File: src/pkg/rx_alarm_params.svh
// Offsets, field positions, reset values and counts of the alarm block
`ifndef RX_ALARM_PARAMS_SVH
`define RX_ALARM_PARAMS_SVH
// Register byte offsets, one word per channel
`define REG_STATUS0  8'h00
`define REG_CONFIG0  8'h10
`define REG_STRIDE   8'h04
// Status bit positions
`define ST_LOS       1
`define ST_LOL       2
`define ST_FL        3
`define ST_ALOS      4
`define ST_DLOS      5
// Config reset: DS3, jitter attenuator off, 16-bit FIFO
`define CFG_RESET    5'h01
// Digital detector: zero run and density window, in bit periods
`define DLOS_ZERO_RUN   8'hA0
`define DLOS_WINDOW     6'h20
`define DLOS_CLEAR_PCT  33
`define DLOS_CLEAR_N \
  ((32 * `DLOS_CLEAR_PCT + 99) / 100)
// Jitter attenuator FIFO margin and depths, in bit periods
`define FL_MARGIN    6'h02
`define FIFO_DEPTH_S 6'h10
`define FIFO_DEPTH_L 6'h20
// Lock monitor: window in reference edges, deviation in ppm
`define LOL_WINDOW   12'h7D0
`define LOL_WINDOW_N 2000
`define LOL_PPM      5000
`define LOL_LIMIT_N  (`LOL_WINDOW_N * `LOL_PPM / 1000000)
`endif

File: src/pkg/rx_alarm_pkg.sv
// Types shared by the receive alarm status block
package rx_alarm_pkg;
  typedef enum logic [1:0] {RATE_E3, RATE_DS3, RATE_STS1} line_rate_type;

  typedef struct packed {
    logic          single_ref_synth_operation;
    logic          ja_depth32;
    logic          ja_enable;
    line_rate_type rate;
  } chan_cfg_type;

  // Clock-like pins, all sampled and edge detected
  typedef struct packed {
    logic [2:0] ref_clk;
    logic [2:0] synth_clk;
    logic [2:0] rec_clk;
    logic [2:0] bit_clk;
  } clk_type;

  typedef struct packed {
    clk_type         clk;
    logic [2:0]      line_pulse;
    logic [2:0]      above_clear;
    logic [2:0]      below_declare;
    logic [2:0][5:0] fill_gray;
  } pin_type;
endpackage : rx_alarm_pkg

File: src/rtl/rx_alarm_status_bits.sv
// Per-channel receive alarm status registers behind a Wishbone slave
//
// What this block does
// Analog LOS declares below declaration threshold; the code declares it at DS3 or STS-1 rate only and holds it clear at E3
// Analog LOS clears above separate clearance threshold
// Analog LOS status bit reads detector state
// Channel LOS is analog OR digital
// Combined LOS readable at status bit 1
// FIFO alarm within two bits of limits
// FIFO alarm clears beyond two-bit margin
// FIFO alarm bit reads 1 when declared
// FIFO alarm inactive unless attenuator enabled
// Lock lost at 0.5% from reference
// Synthesizer mode compares against synthesized clock
// Lock status bit 2 reads 0 locked
// Lock status bit reads 1 when unlocked
// Digital LOS: 160 zeros declare, 33% clears; the code runs it at DS3 or STS-1 rate only and holds it clear at E3
`include "rx_alarm_params.svh"
module rx_alarm_status_bits (
  input  wire logic             clk_sys,
  input  wire logic             reset_n,
  input  wire logic             wb_cyc_i,
  input  wire logic             wb_stb_i,
  input  wire logic             wb_we_i,
  input  wire logic [7:0]       wb_adr_i,
  input  wire logic [3:0]       wb_sel_i,
  input  wire logic [31:0]      wb_dat_i,
  output logic      [31:0]      wb_dat_o,
  output logic                  wb_ack_o,
  input  wire logic             rate_a_reference_clock,
  input  wire logic             rate_b_reference_clock,
  input  wire logic             rate_c_reference_clock,
  input  wire logic [2:0]       synth_line_clk,
  input  wire logic [2:0]       recovered_clk,
  input  wire logic [2:0]       line_bit_clk,
  input  wire logic [2:0]       line_pulse,
  input  wire logic [2:0]       analog_above_clear,
  input  wire logic [2:0]       analog_below_declare,
  input  wire logic [2:0][5:0]  ja_fill_gray
);

  typedef struct packed {
    rx_alarm_pkg::pin_type            s1;
    rx_alarm_pkg::pin_type            s2;
    rx_alarm_pkg::clk_type            prev;
    rx_alarm_pkg::chan_cfg_type [2:0] cfg;
    logic [2:0]                       analog_los;
    logic [2:0]                       fl;
    logic                             ack;
    logic [31:0]                      rdata;
  } top_state_type;

  typedef struct packed {
    logic       status;
    logic       setup;
    logic [1:0] ch;
  } reg_hit_type;

  top_state_type         q, d;
  rx_alarm_pkg::pin_type pins;
  rx_alarm_pkg::clk_type edges;
  logic [2:0]            digital_los;
  logic [2:0]            unlocked;
  logic [2:0]            ref_sel;
  logic [2:0]            dlos_active;
  logic [2:0]            los_comb;
  logic [2:0][5:0]       fill;
  logic [2:0][7:0]       status;

  // Address decode shared by reads and writes
  function automatic reg_hit_type decode_reg(input logic [7:0] adr);
    reg_hit_type h;
    h = '0;
    for (int c = 0; c < 3; c++) begin
      if (adr == `REG_STATUS0 + 8'(c) * `REG_STRIDE) begin
        h.status = 1'b1;
        h.ch = 2'(c);
      end
      if (adr == `REG_CONFIG0 + 8'(c) * `REG_STRIDE) begin
        h.setup = 1'b1;
        h.ch = 2'(c);
      end
    end
    return h;
  endfunction : decode_reg

  // Gray fill count keeps the pin word safe to sample bit by bit
  function automatic logic [5:0] gray_to_bin(input logic [5:0] g);
    logic [5:0] b;
    b = '0;
    b[5] = g[5];
    for (int i = 4; i >= 0; i--) begin
      b[i] = b[i + 1] ^ g[i];
    end
    return b;
  endfunction : gray_to_bin

  // Reference picked by rate unless the synthesizer supplies it
  function automatic logic pick_ref(
    input rx_alarm_pkg::chan_cfg_type cfg,
    input logic                       synth,
    input logic [2:0]                 refs);
    logic r;
    r = 1'b0;
    if (cfg.single_ref_synth_operation) begin
      r = synth;
    end else begin
      unique case (cfg.rate)
        rx_alarm_pkg::RATE_E3:   r = refs[0];
        rx_alarm_pkg::RATE_DS3:  r = refs[1];
        rx_alarm_pkg::RATE_STS1: r = refs[2];
        default:                 r = 1'b0;
      endcase
    end
    return r;
  endfunction : pick_ref

  // Gather every line-side pin, not the bus pins, for the two-stage synchroniser
  always_comb begin
    pins.clk.ref_clk = {rate_c_reference_clock,
                        rate_b_reference_clock,
                        rate_a_reference_clock};
    pins.clk.synth_clk = synth_line_clk;
    pins.clk.rec_clk = recovered_clk;
    pins.clk.bit_clk = line_bit_clk;
    pins.line_pulse = line_pulse;
    pins.above_clear = analog_above_clear;
    pins.below_declare = analog_below_declare;
    pins.fill_gray = ja_fill_gray;
  end

  // Rising edges seen only after the second stage
  assign edges = q.s2.clk & ~q.prev;

  // Per-channel derived values and status bytes
  generate
    for (genvar c = 0; c < 3; c++) begin : g_chan
      assign fill[c] = gray_to_bin(q.s2.fill_gray[c]);
      assign dlos_active[c] =
        q.cfg[c].rate == rx_alarm_pkg::RATE_DS3 ||
        q.cfg[c].rate == rx_alarm_pkg::RATE_STS1;
      assign ref_sel[c] = pick_ref(q.cfg[c],
                                   edges.synth_clk[c],
                                   edges.ref_clk);
      assign los_comb[c] = q.analog_los[c] | digital_los[c];

      // Bit 0 belongs to the transmit monitor and reads zero here
      always_comb begin
        status[c] = 8'h00;
        status[c][`ST_LOS] = los_comb[c];
        status[c][`ST_LOL] = unlocked[c];
        status[c][`ST_FL] = q.fl[c];
        status[c][`ST_ALOS] = q.analog_los[c];
        status[c][`ST_DLOS] = digital_los[c];
      end

      digital_los_detect u_dlos (
        .clk_sys      (clk_sys),
        .reset_n      (reset_n),
        .active       (dlos_active[c]),
        .bit_tick     (edges.bit_clk[c]),
        .pulse        (q.s2.line_pulse[c]),
        .los_declared (digital_los[c])
      );

      lock_freq_monitor u_lol (
        .clk_sys                  (clk_sys),
        .reset_n                  (reset_n),
        .ref_edge                 (ref_sel[c]),
        .rec_edge                 (edges.rec_clk[c]),
        .recovered_clock_unlocked (unlocked[c])
      );
    end
  endgenerate

  // Next state: detectors, alarms and the bus slave
  always_comb begin
    reg_hit_type       hit;
    logic        [5:0] depth;
    hit = decode_reg(wb_adr_i);
    depth = 6'h00;
    d = q;
    d.s1 = pins;
    d.s2 = q.s1;
    d.prev = q.s2.clk;

    for (int c = 0; c < 3; c++) begin
      // Hysteresis: at DS3 or STS-1 rate only the clearance comparator can release; E3 rate forces it clear
      if (!dlos_active[c]) begin
        d.analog_los[c] = 1'b0;
      end else if (q.s2.below_declare[c]) begin
        d.analog_los[c] = 1'b1;
      end else if (q.s2.above_clear[c]) begin
        d.analog_los[c] = 1'b0;
      end

      depth = q.cfg[c].ja_depth32 ? `FIFO_DEPTH_L : `FIFO_DEPTH_S;
      if (!q.cfg[c].ja_enable) begin
        d.fl[c] = 1'b0;
      end else begin
        d.fl[c] = fill[c] <= `FL_MARGIN ||
                  fill[c] + `FL_MARGIN >= depth;
      end
    end

    // Answer one cycle after the request, then drop for a cycle
    d.ack = wb_cyc_i && wb_stb_i && !q.ack;
    if (wb_cyc_i && wb_stb_i && !q.ack) begin
      d.rdata = 32'h0000_0000;
      if (hit.status) begin
        d.rdata[7:0] = status[hit.ch];
      end else if (hit.setup) begin
        d.rdata[4:0] = q.cfg[hit.ch];
      end
      if (wb_we_i && hit.setup && wb_sel_i[0]) begin
        d.cfg[hit.ch] = rx_alarm_pkg::chan_cfg_type'(wb_dat_i[4:0]);
      end
    end
  end

  always_ff @(posedge clk_sys or negedge reset_n) begin
    if (!reset_n) begin
      q <= '0;
      for (int c = 0; c < 3; c++) begin
        q.cfg[c] <= rx_alarm_pkg::chan_cfg_type'(`CFG_RESET);
      end
    end else begin
      q <= d;
    end
  end

  assign wb_ack_o = q.ack;
  assign wb_dat_o = q.rdata;
endmodule : rx_alarm_status_bits

File: src/rtl/digital_los_detect.sv
// Digital loss-of-signal detector driven by bit-period ticks
`include "rx_alarm_params.svh"
module digital_los_detect (
  input  wire logic clk_sys,
  input  wire logic reset_n,
  input  wire logic active,
  input  wire logic bit_tick,
  input  wire logic pulse,
  output logic      los_declared
);
  typedef struct packed {
    logic [7:0] zero_run;
    logic [5:0] win_cnt;
    logic [5:0] win_pulses;
    logic       los;
  } dlos_state_type;

  dlos_state_type q, d;
  localparam logic [5:0] CLEAR_N = 6'(`DLOS_CLEAR_N);

  // Zero run declares, pulse density over a window clears
  always_comb begin
    d = q;
    if (!active) begin
      d = '0;
    end else if (bit_tick) begin
      d.zero_run = pulse ? 8'h00 :
        (q.zero_run == `DLOS_ZERO_RUN) ? q.zero_run : q.zero_run + 8'h01;
      d.win_pulses = q.win_pulses + {5'h00, pulse};
      d.win_cnt = q.win_cnt + 6'h01;
      if (d.win_cnt == `DLOS_WINDOW) begin
        d.win_cnt = 6'h00;
        d.win_pulses = 6'h00;
        if (q.win_pulses + {5'h00, pulse} >= CLEAR_N) begin
          d.los = 1'b0;
        end
      end
      // Declaring wins over a density clear in the same tick
      if (d.zero_run == `DLOS_ZERO_RUN) begin
        d.los = 1'b1;
      end
    end
  end

  always_ff @(posedge clk_sys or negedge reset_n) begin
    if (!reset_n) begin
      q <= '0;
    end else begin
      q <= d;
    end
  end

  assign los_declared = q.los;
endmodule : digital_los_detect

File: src/rtl/lock_freq_monitor.sv
// Recovered clock against reference clock frequency check
`include "rx_alarm_params.svh"
module lock_freq_monitor (
  input  wire logic clk_sys,
  input  wire logic reset_n,
  input  wire logic ref_edge,
  input  wire logic rec_edge,
  output logic      recovered_clock_unlocked
);
  typedef struct packed {
    logic [11:0] ref_cnt;
    logic [11:0] rec_cnt;
    logic        unlocked;
  } lol_state_type;

  lol_state_type q, d;
  logic [11:0] rec_total;
  logic [11:0] dev;
  logic        win_end;
  localparam logic [11:0] LIMIT = 12'(`LOL_LIMIT_N);

  // Deviation of recovered edges over one reference window
  always_comb begin
    rec_total = q.rec_cnt + {11'h000, rec_edge};
    dev = (rec_total >= `LOL_WINDOW) ? rec_total - `LOL_WINDOW
                                     : `LOL_WINDOW - rec_total;
    win_end = ref_edge && (q.ref_cnt == `LOL_WINDOW - 12'h001);
  end

  // A stopped reference freezes the verdict; a stopped line unlocks
  always_comb begin
    d = q;
    if (win_end) begin
      d.unlocked = dev >= LIMIT;
      d.ref_cnt = 12'h000;
      d.rec_cnt = 12'h000;
    end else begin
      if (ref_edge) begin
        d.ref_cnt = q.ref_cnt + 12'h001;
      end
      if (rec_edge && q.rec_cnt != 12'hFFF) begin
        d.rec_cnt = q.rec_cnt + 12'h001;
      end
    end
  end

  always_ff @(posedge clk_sys or negedge reset_n) begin
    if (!reset_n) begin
      q <= '0;
    end else begin
      q <= d;
    end
  end

  assign recovered_clock_unlocked = q.unlocked;
endmodule : lock_freq_monitor

File: config.mk
export PLATFORM = sky130hd
export DESIGN_NAME = rx_alarm_status_bits
export DESIGN_NICKNAME = d
export VERILOG_FILES = /design/src/pkg/rx_alarm_pkg.sv /design/src/rtl/rx_alarm_status_bits.sv /design/src/rtl/digital_los_detect.sv /design/src/rtl/lock_freq_monitor.sv
export VERILOG_INCLUDE_DIRS = /design/src /design/src/pkg
export SDC_FILE = /design/constraint.sdc
export NUM_CORES = 1
export LEC_CHECK = 0
export BUFFER_PORTS_ARGS = -buffer_cell sky130_fd_sc_hd__buf_2
export CORE_MARGIN = 4
export CORE_UTILIZATION = 49
export CTS_BUF_LIST = sky130_fd_sc_hd__clkbuf_8
export DETAILED_ROUTE_END_ITERATION = 6
export GPL_TIMING_DRIVEN = 0
export PLACE_DENSITY_LB_ADDON = 0.1
export SLEW_MARGIN = 30
export SYNTH_ARGS = -nofsm -noshare
export SYNTH_HDL_FRONTEND = slang
export SYNTH_HIERARCHICAL = 1
export SYNTH_SLANG_ARGS = --single-unit
File: constraint.sdc
create_clock -name clk_sys -period 2.65 [get_ports clk_sys]
set_input_delay 0.265 -clock clk_sys [delete_from_list [all_inputs] [get_ports clk_sys]]
set_output_delay 0.265 -clock clk_sys [all_outputs]
set_load 0.02 [all_outputs]
==> results.py, run 1 <==
metrics = {
    "status": {
        "violations": "negative setup slack",
        "status": "finished with violations",
    },
    "hold_path": {
        "hold_path_end": "q[42]",
        "hp-class": "in2reg",
        "hold_depth": 2,
        "min_from": "wb_dat_i[3]",
    },
    "timing": {
        "setup_viol": 2,
        "hold_viol": 0,
        "max_slew_margin_pct": 52.40,
        "layout_min_cycle_time_ns": 2.708,
        "drv_slew": 0,
        "tns_ns": -0.1032,
        "finalCritPeriodShare_pct": 102.2,
        "worstMarginPinSlew_ns": 0.7063,
        "finClkSkew_ns": 0.01211,
        "rsz0062_at_grt": "yes",
        "fmaxAchievable_ghz": 0.3693,
        "setup_ws_ns": -0.05792,
    },
    "clock_network": {
        "clockBufferDepth": 3,
        "cts.sinks": 256,
        "htree_num_levels": 2,
        "cts_made_buffers": 47,
        "clk-insertion-delay-late_ns": 0.54,
        "clk_pin_slew_worst_paths_ns": 0.06,
        "cts_root_buffer": "clkbuf_8",
        "cts_tree": "done",
    },
    "setup_path": {
        "crit_type": "reg2reg",
        "path_buf_inv": 3,
        "r2r_slack_ns": -0.06,
        "crit_path_frequent_cell": "ha_4",
        "cp-end-kind": "register",
        "r2r-start": "fill[5]",
        "cp-start-kind": "register",
        "cpMaxStageDelayCell": "dfrtp_1",
        "rr_worst_depth": 14,
        "cp_max_fo": 2,
        "slowest_delay_ns": 0.38,
        "crit_arrival_ns": 3.13,
        "rr_endpoint": "q[33]",
        "crit_chain": "inv_2 -> ha_4 -> ha_4 -> inv_2 -> ha_4 -> inv_2 -> ha_4 -> nor2b_4 -> xnor2_2 -> ha_1 -> nand4bb_1 -> nand2_2 -> a221oi_4 -> nor2b_1",
        "cp.required_ns": 3.07,
        "path_delay_family": "adder cells",
    },
    "layout": {
        "num-nets-final": 1913,
        "area_growth_syn_to_layout_pct": 22.31,
        "num-fill-cells": 2518,
        "drive_gt1_share_pct": 23.43,
    },
    "global_routing": {
        "grt_pass1_vias": 11560,
        "grt_overflow": 0,
        "antenna_found_initial": 5,
        "grt_max_degree": 88,
        "grt_pass1_wl_um": 56260,
        "track_usage_pct": 19.67,
    },
    "synth": {
        "synth_cells": 1530,
        "synth-seq-area-share_pct": 42.71,
        "syn_avg_cell_area_sq_um": 9.810,
        "synth_flop_cell": "dfrtp_1",
        "synth_top_cell_by_area": "dfrtp_1",
        "syn_area_sq_um": 15010,
        "synth.distinct_cells": 91,
        "ys_async_sr_fraction_pct": 100.0,
        "synth.top_cells.by_area": "dfrtp_1, ha_1, xnor2_1",
        "ys_ff_latch": 256,
        "synth-edff-count": 0,
        "synth_top_area_share_pct": 42.18,
        "yosys_warnings": 6,
    },
    "route": {
        "vias": 11950,
        "post_drt_wl_per_cell_um": 15.22,
        "drc": 0,
        "ant_nets": 0,
        "wirelength_um": 33120,
        "viasPerCell": 5.489,
        "first_iter_violations": 707,
        "first_pass_iters": 5,
    },
    "floorplanning": {
        "die-area_sq_um": 33500,
        "fp.dieH_um": 183.0,
        "pin_count": 121,
        "core-area_sq_um": 29950,
        "initial_core_util_pct": 50.11,
        "row_count": 63,
        "die_w_um": 183.0,
    },
    "place": {
        "dpl.hpwl_um": 22590,
        "gp_congestion": 0.8923,
        "pre_cts_ws_ns": -0.6467,
        "port_buffers": 62,
    },
    "power_and_ir_drop": {
        "power_uw": 11760,
        "pwr_density_cell_nw_per_um2": 640.7,
        "p_leak_uw": 0.008064,
        "irDropWorstVdd_uv": 398.5,
    },
    "run": {
        "drv_cap": 0,
    },
}
cell families after synthesis:
group	Yosys count	share of synthesized area, %
muxes	39	2.893
other	1	0.02498
and+or+nand+nor	557	19.98
DFF	256	42.71
adders and majority gates	72	6.002
buffers and inverters	180	6.335
xor gates and xnor gates	127	7.611
AOI/OAI and AO/OA	298	14.45
repair_timing:
action / in CTS / in global routing
hold buffers: 44 / 0
pin swaps: 38 / 33
gates cloned: 0 / 0
buffers inserted: 23 / 19
gates resized for setup: 71 / 44
hold endpoints to repair: 226 / 0
setup endpoints to repair: 69 / 58
metal layers:
| metal | up-vias | track usage (%) | wire length, um | share of wire (%) |
|---|---|---|---|---|
| met3 | 78 | 3.550 | 1637 | 4.9 |
| met5 | - | 0 | 34 | 0.10 |
| met4 | 6 | 6.466 | 892 | 2.7 |
| met1 | 5747 | 27.74 | 15170 | 46 |
| li1 | 5844 | - | - | - |
| met2 | 270 | 30.97 | 15390 | 46 |
registers in the layout (all words and copies together) (netlist names):
register / count
g_chan.u_lol/q: 72
g_chan.u_dlos/q: 60
q: 57
wb_ack_o: 1
fill: 3
g_chan.u_dlos/los_declared: 3
d: 51
wb_dat_o: 6
g_chan.u_lol/recovered_clock_unlocked: 3
area by class of cell:
type,count,area [sq um],share of cell area [%]
multi-input combinational,1119,8325,45.35
inverter,82,310.3,1.690
antenna,2,5.005,0.02726
tap,390,488.0,2.658
timing repair buffer,151,1159,6.311
buffer,96,656.9,3.578
sequential,256,6410,34.92
clock buffer,62,853.3,4.648
clock inverter,18,150.1,0.8179
power breakdown:
part | switching (uW) | internal [uW]
logic | 1820 | 1530
registers | 265 | 4220
clock network | 1580 | 2360
total | 3660 | 8100
placed cells by master (no fill, tap or decap), types with 37 or more instances in the layout:
| master | instances |
|---|---|
| nand3_1 | 45 |
| ha_1 | 51 |
| dfrtp_1 | 253 |
| nand2_1 | 118 |
| nor2b_1 | 38 |
| a21oi_1 | 55 |
| buf_4 | 88 |
| clkbuf_8 | 62 |
| nor2_1 | 132 |
| xnor2_1 | 81 |
| buf_2 | 78 |
| inv_1 | 73 |
| xor2_1 | 37 |
| dlygate4sd3_1 | 44 |
how the worst max path moves through the flow:
| stage | depth (start not counted) | from | slack [ns] | end |
|---|---|---|---|---|
| after floorplan | 12 | d[57] | -0.0009 | g_chan[0].u_lol/recovered_clock_unlocked |
| after global placement | 1 | reset_n | -3.34 | d[97] |
| after detailed placement | 11 | q[49] | -0.65 | g_chan[2].u_lol/q[11] |
| after CTS | 14 | fill[5] | -0.05 | q[33] |
| after global routing | 14 | fill[5] | -0.21 | q[33] |
| final | 14 | fill[5] | -0.06 | q[33] |
through the flow:
stage,area (sq um),hold slack (ns),cells,utilization [%]
floorplan,15230,-0.03059,1555,-
global placement,16020,0.3326,2007,53.50
detailed placement,16120,0.08017,2010,53.81
CTS,18060,0.002670,2156,60.28
global route,18360,0.007239,2175,61.28
finish,18360,0.05058,2176,61.29
cells in the mapped netlist, types with 30 or more instances:
cell / count
nor2_1: 137
xnor2_1: 83
dfrtp_1: 253
a21oi_1: 55
xor2_1: 40
nor2b_1: 45
buf_4: 43
o21ai_0: 30
ha_1: 72
nand3_1: 47
inv_1: 77
nand2_1: 121
Power figures use the tool's default switching activity.
==> inputs of run 2 (changes only) <==
--- a/config.mk
+++ b/config.mk
@@ -9,7 +9,8 @@
 export BUFFER_PORTS_ARGS = -buffer_cell sky130_fd_sc_hd__buf_2
 export CORE_MARGIN = 4
 export CORE_UTILIZATION = 49
-export CTS_BUF_LIST = sky130_fd_sc_hd__clkbuf_8
+export CTS_BUF_LIST = sky130_fd_sc_hd__clkbuf_16
+export CTS_CLUSTER_DIAMETER = 30
 export DETAILED_ROUTE_END_ITERATION = 6
 export GPL_TIMING_DRIVEN = 0
 export PLACE_DENSITY_LB_ADDON = 0.1
==> constraint.sdc (replaced) <==
create_clock -name clk_sys -period 2.9 [get_ports clk_sys]
set_input_delay 0.29 -clock clk_sys [delete_from_list [all_inputs] [get_ports clk_sys]]
set_output_delay 0.29 -clock clk_sys [all_outputs]
set_load 0.02 [all_outputs]
==> results.py, run 2 (synthesis gave the netlist of run 1 again) <==
metrics = {
    "clock_network": {
        "clk_pin_slew_worst_paths_ns": 0.05,
        "clockBufferDepth": 3,
        "cts_tree": "done",
        "htree_num_levels": 2,
        "cts.sinks": 256,
        "clk-insertion-delay-late_ns": 0.57,
        "cts_made_buffers": 59,
        "cts_root_buffer": "clkbuf_16",
    },
    "route": {
        "vias": 11760,
        "drc": 0,
        "ant_nets": 0,
        "first_iter_violations": 922,
        "wirelength_um": 32580,
        "first_pass_iters": 5,
        "viasPerCell": 5.418,
        "post_drt_wl_per_cell_um": 15.01,
    },
    "layout": {
        "num-fill-cells": 2478,
        "multi_input_area_sq_um": 8114,
        "largest_register_ffs": 72,
        "final_common_cell": "dfrtp_1",
        "regArea_sq_um": 6410,
        "num-nets-final": 1890,
        "stdcell_count": 2171,
        "drive_gt1_share_pct": 21.35,
        "layout.cells.most_common_list": "dfrtp_1, nor2_1, nand2_1",
        "reg.largest.list": "g_chan.u_lol/q x72, g_chan.u_dlos/q x60, q x57",
        "regMostFlops": "g_chan.u_lol/q",
        "area_growth_syn_to_layout_pct": 25.83,
    },
    "floorplanning": {
        "core-area_sq_um": 29950,
        "fp.dieH_um": 183.0,
        "pin_count": 121,
        "die-area_sq_um": 33500,
        "row_count": 63,
        "initial_core_util_pct": 50.11,
        "die_w_um": 183.0,
    },
    "global_routing": {
        "grt_max_degree": 78,
        "antenna_found_initial": 3,
        "grt_overflow": 0,
        "grt_pass1_wl_um": 56120,
        "track_usage_pct": 19.58,
        "grt_pass1_vias": 11590,
    },
    "timing": {
        "worstMarginPinSlew_ns": 0.7437,
        "hold_viol": 0,
        "finClkSkew_ns": 0.02278,
        "finalCritPeriodShare_pct": 95.84,
        "max_slew_margin_pct": 49.88,
        "layout_min_cycle_time_ns": 2.780,
        "drv_slew": 0,
        "setup_viol": 0,
        "fmaxAchievable_ghz": 0.3598,
    },
    "place": {
        "dp.cells": 2010,
        "port_buffers": 62,
        "dpl.hpwl_um": 22460,
        "gp_congestion": 0.8706,
    },
    "setup_path": {
        "cp_max_fo": 7,
        "crit_arrival_ns": 3.21,
        "cp-start-kind": "register",
        "cp-end-kind": "register",
        "crit_type": "reg2reg",
        "cp.required_ns": 3.33,
    },
    "power_and_ir_drop": {
        "irDropWorstVdd_uv": 599.8,
        "p_leak_uw": 0.008280,
        "power_uw": 13400,
        "pwr_density_cell_nw_per_um2": 709.6,
    },
    "run": {
        "drv_cap": 0,
    },
    "hold_path": {
        "hp-class": "in2reg",
    },
    "status": {
        "status": "finished clean",
    },
}
==> run 2: changes by cell type in the layout (fill, tap and decap cells not counted), sizes merged, moves of 3 or more <==
| cell | before | now |
|---|---|---|
| buf | 187 | 150 |
| bufinv | 3 | 6 |
| clkinv | 3 | 16 |
| clkinvlp | 0 | 9 |
| inv | 94 | 101 |
==> run 2: path summary, 6_finish.rpt <==
path,from,to,slack [ns],cells past startpoint
setup / recovery,d[58],g_chan[1].u_lol/recovered_clock_unlocked,0.12,12
hold / removal,wb_adr_i[4],wb_dat_o[2],0.13,3
setup reg to reg,d[58],g_chan[1].u_lol/recovered_clock_unlocked,0.12,12
hold reg to reg,d[68],q[68],0.34,0
max in group asynchronous,reset_n,q[44],1.25,5
min in group asynchronous,reset_n,g_chan[1].u_lol/q[4],0.21,2
==> run 2: stage by stage <==
stage | area [sq um] | setup WS [ns] | utilization [%] | hold slack (ns) | TNS [ns]
2_1_floorplan | 15100 | 0.1467 | - | -0.005591 | 0
3_3_place_gp | 15900 | -3.142 | 53.09 | 0.3316 | -812.68
3_5_place_dp | 15990 | -0.5468 | 53.40 | 0.2285 | -19.90
4_1_cts | 18640 | 0.001865 | 62.23 | 0.1079 | 0
5_1_grt | 18890 | -0.03441 | 63.05 | 0.1157 | -0.2053
6_report | 18890 | 0.1205 | 63.05 | 0.1340 | 0
==> run 2: power breakdown <==
part | leakage (uW) | total (uW) | switching (uW) | internal, uW
clock network | 0.000992 | 6570 | 2170 | 4400
registers | 0.00330 | 4090 | 232 | 3860
logic | 0.00398 | 2740 | 1550 | 1190
total | 0.00828 | 13400 | 3950 | 9450
==> run 2: metal layers <==
layer | share of wire [%] | track usage (%) | vias to the layer above | wire length [um]
li1 | - | - | 5826 | -
met1 | 47 | 27.66 | 5610 | 15240
met2 | 46 | 30.60 | 257 | 15000
met3 | 4.9 | 4.066 | 66 | 1597
met4 | 2.2 | 6.019 | 4 | 729
met5 | 0.068 | 0 | - | 22
==> run 2: layout make-up <==
class | count | share of cell area [%]
timing repair buffer | 115 | 4.717
buffer | 97 | 3.445
clock inverter | 50 | 2.630
tap | 390 | 2.584
inverter | 82 | 1.630
multi-input combinational | 1119 | 42.96
antenna | 1 | 0.01325
clock buffer | 61 | 8.082
sequential | 256 | 33.94
==> run 2: critical path, stage by stage (launching register included) <==
cell	delay, ns
dfrtp_1	0.38
nor2b_4	0.15
ha_4	0.17
ha_4	0.30
inv_1	0.08
ha_4	0.18
or2_1	0.23
a31oi_2	0.24
xnor2_1	0.12
a41oi_2	0.18
o2111ai_2	0.15
o32ai_2	0.32
a41oi_2	0.14
==> run 2: timing repair <==
item	4_1_cts	5_1_grt
hold buffers	45	0
pin swaps	4	13
endpoints found under the hold margin	104	0
endpoints found under the setup margin	60	46
gates resized for setup	29	39
setup buffers	1	4
